## src/tpr_pkg.sv

```systemverilog
package tpr_pkg;
  // Number of pause classes: eight priorities plus global
  localparam int NUM_CLASS     = 9;
  // Index of the global pause class
  localparam int GLOBAL_IDX    = 8;
  // Width of quanta and refresh timer values
  localparam int QUANTA_W      = 16;
  // Reset value of quanta and refresh defaults
  localparam logic [15:0] QUANTA_RST  = 16'h0000;
  localparam logic [15:0] REFRESH_RST = 16'h0000;
  // Reset value of enable defaults
  localparam logic [8:0]  ENABLE_RST  = 9'h000;
  // Frame kind encoding on the pause frame output
  localparam logic FRAME_PRIORITY = 1'b0;
  localparam logic FRAME_GLOBAL   = 1'b1;
  // Transmit arbiter states
  typedef enum logic [1:0] {TPR_IDLE, TPR_DATA, TPR_PAUSE} tpr_state_t;
endpackage

```

## src/tpr_refresh.sv

```systemverilog
`timescale 1ns/100ps
// One refresh timer per pause class; fires when a sent pause is due again
module tpr_refresh
  import tpr_pkg::*;
#(
  parameter int W = QUANTA_W
) (
  input  wire logic         clk_i,
  input  wire logic         reset_i,
  input  wire logic         restart_i,   // Reload after send or resend
  input  wire logic         active_i,    // Class has a standing request
  input  wire logic [W-1:0] period_i,    // Refresh interval in cycles
  output logic              due_o        // Refresh time reached
);
  logic [W-1:0] count;       // Cycles left until refresh
  logic [W-1:0] next_count;
  logic         next_due;

  // Next count: reload on restart, count down while active
  always_comb begin
    next_count = count;
    next_due   = 1'b0;
    if (restart_i || !active_i) begin
      next_count = period_i;
    end else if (count != '0) begin
      next_count = count - W'(1);
    end else begin
      next_due   = (period_i != '0);
    end
  end

  // Register the counter
  always_ff @(posedge clk_i) begin
    if (reset_i) begin
      count <= W'(REFRESH_RST);
      due_o <= 1'b0;
    end else begin
      count <= next_count;
      due_o <= next_due;
    end
  end
endmodule

```

## src/tpr_tx_pause_ctrl.sv

```systemverilog
`timescale 1ns/100ps
module tpr_tx_pause_ctrl
  import tpr_pkg::*;
#(
  parameter int  NC      = NUM_CLASS,
  parameter int  W       = QUANTA_W,
  parameter bit  USE_REG = 1'b0   // When set, settings come from internal defaults
) (
  input  wire logic            CLK_I,
  input  wire logic            RESET_I,
  input  wire logic [NC-1:0]   PAUSE_REQ_I,       // Pause request per class
  input  wire logic [NC-1:0]   PAUSE_ENABLE_I,    // Pause enable per class
  input  wire logic            RESEND_PAUSE_I,    // One-cycle resend strobe
  input  wire logic [NC*W-1:0] PAUSE_QUANTA_I,    // Quanta, class k at k*W
  input  wire logic [NC*W-1:0] REFRESH_TIMER_I,   // Refresh per class
  input  wire logic            DATA_SOF_I,        // Data frame wants to start
  input  wire logic            DATA_EOF_I,        // Data frame last cycle
  input  wire logic            PAUSE_DONE_I,      // Frame builder finished
  output logic                 DATA_GRANT_O,      // Data frame may start
  output logic                 PAUSE_VALID_O,     // Pause frame being sent
  output logic                 PAUSE_KIND_O,      // Global or priority
  output logic [NC-2:0]        PAUSE_CLASS_O,     // Priority classes in frame
  output logic [NC*W-1:0]      PAUSE_FRAME_QUANTA_O, // Quanta for frame
  output logic [NC-1:0]        PAUSE_PENDING_O    // Classes awaiting send
);
  tpr_state_t        state;        // Arbiter state
  tpr_state_t        next_state;
  logic [NC-1:0]     pending;      // Classes with a frame owed
  logic [NC-1:0]     next_pending;
  logic [NC-1:0]     req_q;        // Previous request, for edge detect
  logic [NC-1:0]     enable;       // Effective enables
  logic [NC*W-1:0]   quanta;       // Effective quanta
  logic [NC*W-1:0]   period;       // Effective refresh periods
  logic [NC-1:0]     due;          // Refresh timers due
  logic [NC-1:0]     sent;         // Classes sent this cycle
  logic              next_valid;
  logic              next_kind;
  logic [NC-2:0]     next_class;
  logic [NC*W-1:0]   next_fq;
  logic              next_grant;

  // Direct ports or internal defaults for the settings
  assign enable = USE_REG ? {NC{ENABLE_RST[0]}} : PAUSE_ENABLE_I;
  assign quanta = USE_REG ? {NC{W'(QUANTA_RST)}} : PAUSE_QUANTA_I;
  assign period = USE_REG ? {NC{W'(REFRESH_RST)}} : REFRESH_TIMER_I;

  // One refresh timer per class
  for (genvar k = 0; k < NC; k++) begin : g_timer
    tpr_refresh #(.W(W)) u_refresh (
      .clk_i     (CLK_I),
      .reset_i   (RESET_I),
      .restart_i (RESEND_PAUSE_I || sent[k]),
      .active_i  (PAUSE_REQ_I[k] && enable[k]),
      .period_i  (period[k*W +: W]),
      .due_o     (due[k])
    );
  end

  // Classes served when a pause frame starts
  always_comb begin
    sent = '0;
    if (state == TPR_IDLE && !(DATA_SOF_I && next_grant)) begin
      if (pending[GLOBAL_IDX]) begin
        sent[GLOBAL_IDX] = 1'b1;
      end else begin
        sent[NC-2:0] = pending[NC-2:0];
      end
    end
  end

  // Pending set logic; new event wins over the clear
  always_comb begin
    next_pending = pending & ~sent;
    next_pending = next_pending |
                   (PAUSE_REQ_I & ~req_q) | due;
    if (RESEND_PAUSE_I) begin
      next_pending = next_pending | PAUSE_REQ_I;
    end
    next_pending = next_pending & enable;
  end

  // Arbiter: pause frames only between data frames
  always_comb begin
    next_state = state;
    next_grant = 1'b0;
    next_valid = PAUSE_VALID_O;
    next_kind  = PAUSE_KIND_O;
    next_class = PAUSE_CLASS_O;
    next_fq    = PAUSE_FRAME_QUANTA_O;
    case (state)
      TPR_IDLE: begin
        if (pending != '0) begin
          // Pending pause goes ahead of a new data frame
          next_state = TPR_PAUSE;
          next_valid = 1'b1;
          next_kind  = pending[GLOBAL_IDX] ? FRAME_GLOBAL
                                           : FRAME_PRIORITY;
          next_class = pending[GLOBAL_IDX] ? '0 : pending[NC-2:0];
          next_fq    = quanta;
        end else if (DATA_SOF_I) begin
          next_state = TPR_DATA;
          next_grant = 1'b1;
        end
      end
      TPR_DATA: begin
        next_grant = 1'b1;
        if (DATA_EOF_I) begin
          // Data frame completes; arbitration reopens
          next_state = TPR_IDLE;
          next_grant = 1'b0;
        end
      end
      TPR_PAUSE: begin
        if (PAUSE_DONE_I) begin
          next_state = TPR_IDLE;
          next_valid = 1'b0;
        end
      end
      default: begin
        next_state = TPR_IDLE;
      end
    endcase
  end

  // Register state and outputs
  always_ff @(posedge CLK_I) begin
    if (RESET_I) begin
      state                <= TPR_IDLE;
      pending              <= '0;
      req_q                <= '0;
      DATA_GRANT_O         <= 1'b0;
      PAUSE_VALID_O        <= 1'b0;
      PAUSE_KIND_O         <= FRAME_PRIORITY;
      PAUSE_CLASS_O        <= '0;
      PAUSE_FRAME_QUANTA_O <= '0;
      PAUSE_PENDING_O      <= '0;
    end else begin
      state                <= next_state;
      pending              <= next_pending;
      req_q                <= PAUSE_REQ_I;
      DATA_GRANT_O         <= next_grant;
      PAUSE_VALID_O        <= next_valid;
      PAUSE_KIND_O         <= next_kind;
      PAUSE_CLASS_O        <= next_class;
      PAUSE_FRAME_QUANTA_O <= next_fq;
      PAUSE_PENDING_O      <= next_pending;
    end
  end
endmodule

```

## config.mk

```make
export PLATFORM = sky130hd
export DESIGN_NAME = tpr_tx_pause_ctrl
export DESIGN_NICKNAME = d
export VERILOG_FILES = /design/src/tpr_pkg.sv /design/src/tpr_refresh.sv /design/src/tpr_tx_pause_ctrl.sv
export SDC_FILE = /design/constraint.sdc
export NUM_CORES = 1
export LEC_CHECK = 0
export BUFFER_PORTS_ARGS = -buffer_cell sky130_fd_sc_hd__buf_2
export CAP_MARGIN = 5
export CELL_PAD_IN_SITES_DETAIL_PLACEMENT = 0
export CELL_PAD_IN_SITES_GLOBAL_PLACEMENT = 1
export CORE_UTILIZATION = 35
export CTS_CLUSTER_DIAMETER = 100
export DETAILED_ROUTE_END_ITERATION = 8
export PLACE_DENSITY = 0.78
export RECOVER_POWER = 50
export SLEW_MARGIN = 20
export SYNTH_ARGS = -nofsm -noshare
export SYNTH_HDL_FRONTEND = slang
export SYNTH_SLANG_ARGS = --single-unit
```

## constraint.sdc

```tcl
create_clock -name CLK_I -period 4.9 [get_ports CLK_I]
set_clock_uncertainty 0.1 [all_clocks]
set_input_delay 0.49 -clock CLK_I [delete_from_list [all_inputs] [get_ports CLK_I]]
set_output_delay 0.49 -clock CLK_I [all_outputs]
set_load 0.005 [all_outputs]
```

==> flow_summary.ini, run 1 <==
[run_status]
status = finished with violations
violations = capacitance limit, slew limit

[clocking]
path_clk_slew_ns = 0.05
htreeDepth = 2
cts_buffer_depth = 3
ctsHoldBuffers = 0
cts_tree = built
cts_sinks = 328
cts-root-buf = clkbuf_16
cts_buffers = 39
worstSkewPairLatency_ns = 0.55
cts-resized-gates = 0
post_cts_buffers = 0

[worst_setup_path]
worst-path-buf-inv = 3
critPathLaunchType = primary input
cp-end-kind = register
reg2reg_depth = 5
cp_cell_sequence = clkbuf_2 > inv_2 > buf_4 > nand3_1 > o311ai_0
crit_fanout = 89
worstReg2RegStart = state[0]
r2r_slack_ns = 2.22
worstPathArrival_ns = 3.81
crit_family = buffers and inverters
cp_slowest_cell = clkbuf_2
cp_slowest_stage_delay_ns = 1.48
crit_type = in -> reg
worstReg2RegEnd = PAUSE_FRAME_QUANTA_O[106]
crit_start = RESET_I
critPathRequiredTime_ns = 5.19

[drt]
ant_nets = 0
drc = 0
wl_met1_um = 21330
totalWireLength_um = 50230
wl_met2_um = 23790
highest_layer = met5
firstDrtPassIters = 5
wl_met3_um = 3675
drtIter0Drc = 948
post_drt_via_cell_ratio = 5.273
num_vias = 15010
wl_per_cell_um = 17.64

[floorplanning]
core-area_um2 = 40920
die_y_um = 206.0
rows = 74
die_w_um = 206.0
dieArea_um2 = 42440
io_pins = 476
initial_core_util = 0.3559

[synthesis]
synth.area.top_cells = dfxtp_1 (45%), nand2_1 (11%), a21oi_1 (8.3%)
synth_top_area_cell = dfxtp_1
synth_fa_ha_area_frac = 0.007731
postSynthAreaPerCell_um2 = 7.861
seq_area_frac_synth = 0.4508
synth_seq_cells = 328
synth_edf_count = 0
yosysUniqueCellTypes = 60
muxShareOfSynthArea = 0.01031
synth-xor-area-share = 0.04149
ys_warn_count = 0
synthesis.area_um2 = 14570
synth-main-ff-cell = dfxtp_1
synth_top_family_by_area = simple AND/OR/NAND/NOR gates
async_reset_ff_frac = 0
yosys.area_share.simple = 0.2762
yosys.area.top_type_share = 0.4508
synth_cells = 1853
syn-num-nets = 2174
synth-compound-area-share = 0.1796

[placement]
place_congestion = 0.8844
hpwl_um = 36970
port_buffers = 475

[job]
maxCapViolCount = 2

[timing]
relSlewSlack = -0.4127
max_freq_mhz = 284.7
tns_ns = 0
finalMaxSlewViolations = 182
grt_setup_unrepaired = false
setup_violations = 0
finalCritPeriodShare = 0.7168
tightest_slew_ns = 2.119
hold_viol = 0
fin_crit_ns = 3.513

[power_and_ir_drop]
ir_drop_uv = 232.0
p_per_area_nw_per_um2 = 389.7
power_leakage_nw = 7.390

[finish]
final_util = 0.4509
finalNetCount = 2598
nFillCells = 4338
drive_gt1_frac = 0.1844
area_growth_pct = 26.67

[global_routing]
overflow = 0
grt_pass1_wl_um = 75210
antenna_found_initial = 17
grtUsageTotal = 0.2236
grt_max_degree = 92
grt_pass1_vias = 13900

[worst_hold_path]
min-delay-start = REFRESH_TIMER_I[137]
hold_path.class = in -> reg
worstHoldEndpoint = g_timer[8].u_refresh.count[9]
holdPathStages = 3
-- layer usage --
layer / up-vias / GRT usage
met1: 7020 / 0.2726
met4: 14 / 0.09506
li1: 7437 / -
met3: 81 / 0.05834
met2: 459 / 0.3703
met5: - / 0
-- where the power goes --
part	internal, W	switching [W]	total, W
Combinational	0.000486	0.000791	0.00128
Clock	0.00168	0.00115	0.00283
Sequential	0.00291	0.000175	0.00309
Total	0.00507	0.00211	0.00719
-- worst reg2reg max path: stages (launching register included) --
cell and delay, ns:
dfxtp_1 0.37, nor2_1 0.52, and2_4 0.73, buf_4 0.56
nand2_1 0.14, a21oi_1 0.15
-- flip-flops by register name, summed over array words and instances (netlist names), 2 cells and up --
register and count:
req_q 9, g_timer.u_refresh.count 144, pending 9, PAUSE_FRAME_QUANTA_O 144, PAUSE_CLASS_O 8, state 2, g_timer.u_refresh.due_o 9
-- layout by cell type (no fill, tap or decap), drive strengths merged, types with 9 or more instances in the layout --
master and count:
nand3 77, nand4 20, clkbuf 206, buf 343
or3 23, a22oi 14, nor2b 19, nor3 58
a211oi 13, nand2 424, xnor2 35, diode 10
and3 11, nor2 77, inv 23, a21oi 243
a31oi 17, or4 23, nand2b 17, ha 9
o31ai 11, and2 9, a211o 11, o21ai 84
mux2i 15, dfxtp 328, nor4 66, xor2 34
-- cell usage after synthesis, drive strengths merged, types with 21 or more instances --
master,n
nand2,424
dfxtp,328
a21oi,243
clkbuf,94
o21ai,84
nand3,77
nor2,77
nor4,66
nor3,58
xnor2,35
xor2,34
or3,23
or4,23
inv,21
-- worst max path at each step --
stage                                                 to  slack [ns]  cells past startpoint
after floorplan           g_timer[5].u_refresh.count[14]        2.56                      8
after global placement     g_timer[3].u_refresh.count[0]        2.06                      5
after detailed placement   g_timer[3].u_refresh.count[0]        2.10                      5
after CTS                      PAUSE_FRAME_QUANTA_O[120]        2.20                      5
after global routing      g_timer[5].u_refresh.count[11]        1.07                      5
final                      g_timer[3].u_refresh.count[0]        1.39                      5
-- cells by family after synthesis --
family | count (synthesis)
compound gates | 449
simple gates | 854
fa+ha+maj | 9
xor+xnor | 69
mux | 15
flops | 328
buf+inv | 129
-- area by class of cell --
cell class	instances	area [um^2]	share of cell area
tap	532	665.6	0.03608
antenna	10	25.02	0.001356
timing repair buffer	490	2317	0.1256
sequential	328	6566	0.3559
multi-input combinational	1396	7546	0.4090
inverter	22	82.58	0.004475
clock buffer	59	1152	0.06245
clock inverter	10	96.34	0.005221
-- through the flow --
stage	cell area (um^2)	std cells	hold WS (ns)	setup WS [ns]	power, W
after detailed placement	17380	2768	0.3429	2.101	0.004443
after global routing	18450	2845	0.05382	1.075	0.007563
after global placement	17380	2768	0.3381	2.061	0.004418
final	18450	2847	0.06354	1.387	0.007190
after CTS	18630	2837	0.02738	2.201	0.007298
after floorplan	14570	1853	0.3501	2.556	0.003886
(Power assumes the default switching activity.)
==> inputs of run 2 (changes only) <==
ABC_AREA = 1   (was unset)
PLACE_DENSITY = 0.79   (was 0.78)
clock period = 3.35 ns   (was 4.9 ns; I/O delays follow)
==> flow_summary.ini, run 2 <==
[clocking]
worstSkewPairLatency_ns = 0.56
path_clk_slew_ns = 0.06
htreeDepth = 2
cts_sinks = 328
cts-root-buf = clkbuf_16
post_cts_buffers = 0
cts_buffer_depth = 3
cts_buffers = 40
cts_tree = built
cts-resized-gates = 0

[floorplanning]
initial_core_util = 0.3565
io_pins = 476
core-area_um2 = 43270
rows = 76
dieArea_um2 = 44920
die_y_um = 211.9
die_w_um = 211.9

[finish]
drive_gt1_frac = 0.1495
finalNetCount = 3258
most-common-layout-cells = nor2_1 (608), nand2_1 (376), dfxtp_1 (328)
area_growth_pct = 42.43
reg_top3 = PAUSE_FRAME_QUANTA_O (144), g_timer.u_refresh.count (144)
final_util = 0.5078
final_common_cell = nor2_1
nFillCells = 4339

[timing]
setup_violations = 0
hold_viol = 0
fin_crit_ns = 2.834
finalMaxSlewViolations = 48
relSlewSlack = -0.7762
tns_ns = 0
finalCritPeriodShare = 0.8459
worst_hold_slack_ns = 0.03097
max_freq_mhz = 352.9
grt_setup_unrepaired = false
tightest_slew_ns = 2.664

[power_and_ir_drop]
power_frac_seq = 0.404
p_switching_w = 0.003464
p_comb_frac = 0.212
p_clk_frac = 0.383
swShare = 0.3025
ir_drop_uv = 276.9
p_int_w = 0.007986
power_leakage_nw = 9.949
p_per_area_nw_per_um2 = 521.1

[worst_setup_path]
critPathRequiredTime_ns = 3.69
crit_type = in -> reg
cp-end-kind = register
worstPathArrival_ns = 3.18
cp_cell_sequence = clkbuf_1 > clkbuf_1 > a21oi_1 > dlygate4sd3_1
worstReg2RegStart = pending[8]
crit_family = buffers and inverters
critPathLaunchType = primary input
worstSetupEndpoint = state[0]
cp_slowest_cell = clkbuf_1
crit_start = RESET_I
reg2reg_depth = 8
cp_slowest_stage_delay_ns = 1.90
worst-path-buf-inv = 3
worstReg2RegEnd = PAUSE_FRAME_QUANTA_O[32]
cpMostUsedCell = clkbuf_1
crit_fanout = 47
crit_cells = 4
r2r_slack_ns = 0.53

[synthesis]
synth_cells = 2224
synth_top_area_cell = dfxtp_1
synth_seq_cells = 328
synth.most_common_cell = nor2_1
synth.area.top_cells = dfxtp_1 (43%), nor2_1 (15%), nand2_1 (9.1%)
synthesis.area_um2 = 15430
syn-num-nets = 2545
ys_warn_count = 0
synth-main-ff-cell = dfxtp_1
synth_edf_count = 0
async_reset_ff_frac = 0
seq_area_frac_synth = 0.4257
yosysUniqueCellTypes = 41
postSynthAreaPerCell_um2 = 6.936
synth_common_cells = nor2_1 (608), nand2_1 (372), dfxtp_1 (328)
yosys.area.top_type_share = 0.4257

[global_routing]
grtUsageTotal = 0.2334
grt_pass1_vias = 16400
overflow = 0
grt_max_degree = 100
grt_pass1_wl_um = 83790
antenna_found_initial = 1

[drt]
ant_nets = 0
firstDrtPassIters = 7
post_drt_via_cell_ratio = 4.809
totalWireLength_um = 55180
drc = 0
num_vias = 17070
wl_per_cell_um = 15.54
drtIter0Drc = 898

[placement]
hpwl_um = 39120
place_congestion = 0.8995
port_buffers = 475

[run_status]
status = finished with violations
violations = capacitance limit, slew limit

[job]
maxCapViolCount = 1

[worst_hold_path]
hold_path.class = in -> reg
run 2: cell count changes after synthesis, moves of 15 or more:
cell      previous run  this run
nor2b_1             19         0
mux2i_1             15         0
o21ai_0             84       217
inv_1               21       156
nor4_1              64        38
buf_2                1        27
nor2_1              77       608
nand3_1             77        62
nand2_1            424       372
or4_1               22         0
clkbuf_1            94        39
nand2b_1            17         0
a21oi_1            243        81
or3_1               23         0
run 2: cell type report:
class                      count  area (um^2)  area share
clock inverter                 9        108.9    0.004954
tap                          585        732.0     0.03331
clock buffer                  60         1217     0.05541
timing repair buffer         755         4976      0.2265
antenna                        1        2.502   0.0001139
sequential                   328         6566      0.2989
inverter                     165        630.6     0.02870
multi-input combinational   1647         7737      0.3522
run 2: worst min-delay path by stage:
stage	endpoint	from	depth (start not counted)
finish	g_timer[0].u_refresh.count[7]	REFRESH_TIMER_I[7]	5
global placement	PAUSE_CLASS_O[0]	PAUSE_CLASS_O[0]	2
floorplan	pending[4]	g_timer[4].u_refresh.due_o	2
CTS	g_timer[5].u_refresh.count[7]	REFRESH_TIMER_I[87]	3
global route	g_timer[7].u_refresh.count[15]	REFRESH_TIMER_I[127]	3
detailed placement	PAUSE_KIND_O	PAUSE_KIND_O	2
run 2: what timing repair did:
action                                  CTS  global route
endpoints found under the hold margin   265             0
endpoints found under the setup margin    0             0
hold buffers                            266             0
run 2: stage by stage:
stage	setup WS [ns]	total power, W	cell area (um^2)	instances
2_1_floorplan	1.487	0.006022	15430	2224
3_3_place_gp	0.6942	0.006889	18210	3214
3_5_place_dp	0.6641	0.006925	18210	3214
4_1_cts	0.6216	0.01161	22190	3549
5_1_grt	0.2578	0.01206	21970	3549
6_report	0.5164	0.01145	21970	3550
run 2: power by group through the flow:
stage | Sequential, W | Clock, W | Combinational, W
3_5_place_dp | 0.00469 | 0 | 0.00224
5_1_grt | 0.00468 | 0.00467 | 0.00272
2_1_floorplan | 0.00468 | 0 | 0.00134
4_1_cts | 0.00461 | 0.00451 | 0.00250
6_report | 0.00463 | 0.00439 | 0.00243
3_3_place_gp | 0.00467 | 0 | 0.00222
run 2: layer usage:
metal / vias to the layer above / global-route usage / wire length, um
li1: 8620 / - / -
met1: 7797 / 0.2824 / 23700
met2: 532 / 0.3994 / 26170
met3: 121 / 0.04717 / 3323
met4: 2 / 0.09970 / 1968
met5: - / 0 / 13
run 2: cells by family (layout without fill, tap and decap cells):
kind of cell,after synthesis,after routing,share of synthesized area
compound gates,353,353,0.1203
xor+xnor,76,76,0.04315
fa+ha+maj,9,9,0.007300
buf+inv,249,989,0.07073
flops,328,328,0.4257
other cells,0,1,0
simple gates,1209,1209,0.3329
run 2: tightest hold or removal path: cells and delay by family:
kind	cells	cell delay (ns)
AOI/OAI and AO/OA	1	0.07
buffers and inverters	1	0.09
and+or+nand+nor	3	0.17
==> inputs of run 3 (changes only) <==
ABC_AREA = 0   (was 1)
PLACE_DENSITY = 0.78   (was 0.79)
clock period = 2.7 ns   (was 3.35 ns; I/O delays follow)
==> flow_summary.ini, run 3 (synthesis gave the netlist of run 1 again) <==
[run_status]
status = finished clean

[timing]
tightest_slew_ns = 1.126
hold_viol = 0
max_freq_mhz = 403.2
worst_hold_slack_ns = 0.03013
finalMaxSlewViolations = 0
setup_violations = 0
tns_ns = 0
relSlewSlack = 0.2451
grt_setup_unrepaired = false
finalCritPeriodShare = 0.9185
fin_crit_ns = 2.480

[power_and_ir_drop]
power_leakage_nw = 8.801
ir_drop_uv = 355.2
p_int_w = 0.009455
p_per_area_nw_per_um2 = 616.3
power_frac_seq = 0.418
p_clk_frac = 0.373
swShare = 0.2932
p_comb_frac = 0.209
p_switching_w = 0.003922

[finish]
area_growth_pct = 49.03
drive_gt1_frac = 0.1667
fin_cells = 3180
design_area_um2 = 21710
finalNetCount = 2934
most-common-layout-cells = nand2_1 (423), buf_2 (329), dfxtp_1 (328)
final_common_cell = nand2_1
reg_top3 = PAUSE_FRAME_QUANTA_O (144), g_timer.u_refresh.count (144)
nFillCells = 3944

[worst_setup_path]
critPathRequiredTime_ns = 3.02
worstPathArrival_ns = 2.80
cp-end-kind = register
worstReg2RegStart = pending[8]
crit_type = reg -> reg
r2r_slack_ns = 0.22
critPathLaunchType = register
reg2reg_depth = 5
worstReg2RegEnd = pending[5]
crit_fanout = 8

[drt]
wl_met3_um = 3835
ant_nets = 0
totalWireLength_um = 54060
firstDrtPassIters = 5
wl_per_cell_um = 17.00
num_vias = 16470
wl_met1_um = 22500
drc = 0
post_drt_via_cell_ratio = 5.178
wl_met2_um = 26440
highest_layer = met5
drtIter0Drc = 1089

[worst_hold_path]
hold_path.class = in -> reg
min-delay-start = REFRESH_TIMER_I[126]
worstHoldEndpoint = g_timer[7].u_refresh.due_o
holdPathStages = 4

[placement]
hpwl_um = 37130
port_buffers = 475
place_congestion = 0.8890
dp_cells = 2798
place_area_um2 = 17680

[job]
maxCapViolCount = 0

[floorplanning]
dieArea_um2 = 42440
initial_core_util = 0.3559
rows = 74
die_y_um = 206.0
core-area_um2 = 40920
die_w_um = 206.0
io_pins = 476

[global_routing]
overflow = 0
grt_max_degree = 144
antenna_found_initial = 10
grt_pass1_vias = 15760
grt_pass1_wl_um = 81700
grtUsageTotal = 0.2405

[clocking]
cts-resized-gates = 0
worstSkewPairLatency_ns = 0.54
cts_buffer_depth = 3
cts_sinks = 328
path_clk_slew_ns = 0.06
cts_tree = built
htreeDepth = 2
ctsHoldBuffers = 306
post_cts_buffers = 0
cts-root-buf = clkbuf_16
cts_buffers = 39
==> run 3: changes by cell type in the layout (fill, tap and decap cells not counted), sizes merged, moves of 19 or more <==
cell         before  now
inv             160   22
buf             338  361
nor4             38   66
a21oi            87  243
nand2           385  424
or4               0   23
nor2b             0   19
nor2            609   77
or3               0   23
o21ai           230   84
dlygate4sd3     266  306
==> run 3: power groups by stage <==
stage	sequential [W]	combinational, W	clock [W]
3_5_place_dp	0.00568	0.00249	0
2_1_floorplan	0.00567	0.00139	0
5_1_grt	0.00565	0.00309	0.00534
4_1_cts	0.00558	0.00286	0.00512
3_3_place_gp	0.00566	0.00247	0
6_report	0.00560	0.00279	0.00499
==> run 3: how the worst max path moves through the flow <==
stage | slack, ns | cells past startpoint | from | end
2_1_floorplan | 0.36 | 8 | g_timer[5].u_refresh.count[0] | g_timer[5].u_refresh.count[14]
3_3_place_gp | 0.35 | 7 | g_timer[5].u_refresh.count[0] | g_timer[5].u_refresh.count[14]
3_5_place_dp | 0.30 | 7 | g_timer[5].u_refresh.count[0] | g_timer[5].u_refresh.count[12]
4_1_cts | 0.28 | 7 | g_timer[5].u_refresh.count[0] | g_timer[5].u_refresh.count[12]
5_1_grt | 0.09 | 6 | state[1] | g_timer[3].u_refresh.count[15]
6_report | 0.22 | 5 | pending[8] | pending[5]
==> run 3: critical path: stages, from the launching register on <==
cell           delay [ns]
dfxtp_1              0.33
clkbuf_1             0.22
or3_1                0.56
a221o_1              0.41
and3_1               0.18
dlygate4sd3_1        0.55
==> run 3: area by class of cell <==
class                   count  area, um^2  area share
flip-flops and latches    328        6566      0.3025
diodes                      9       22.52    0.001037
clock inverters             6       32.53    0.001499
repair buffers            826        5650      0.2603
multi-input cells        1396        7527      0.3467
clock buffers              61        1161     0.05349
well taps                 532       665.6     0.03066
inverters                  22       82.58    0.003804
==> run 3: metrics by stage <==
step	utilization	power [W]	worst slack (ns)
6_report	0.5305	0.01338	0.2201
4_1_cts	0.5360	0.01356	0.2837
5_1_grt	0.5304	0.01408	0.08539
3_5_place_dp	0.4320	0.008173	0.3028
3_3_place_gp	0.4319	0.008126	0.3503
2_1_floorplan	-	0.007053	0.3564
==> run 3: metal layers <==
layer,vias to the layer above,track usage
li1,8118,-
met1,7745,0.2862
met2,512,0.4221
met3,88,0.05944
met4,4,0.07432
met5,-,0
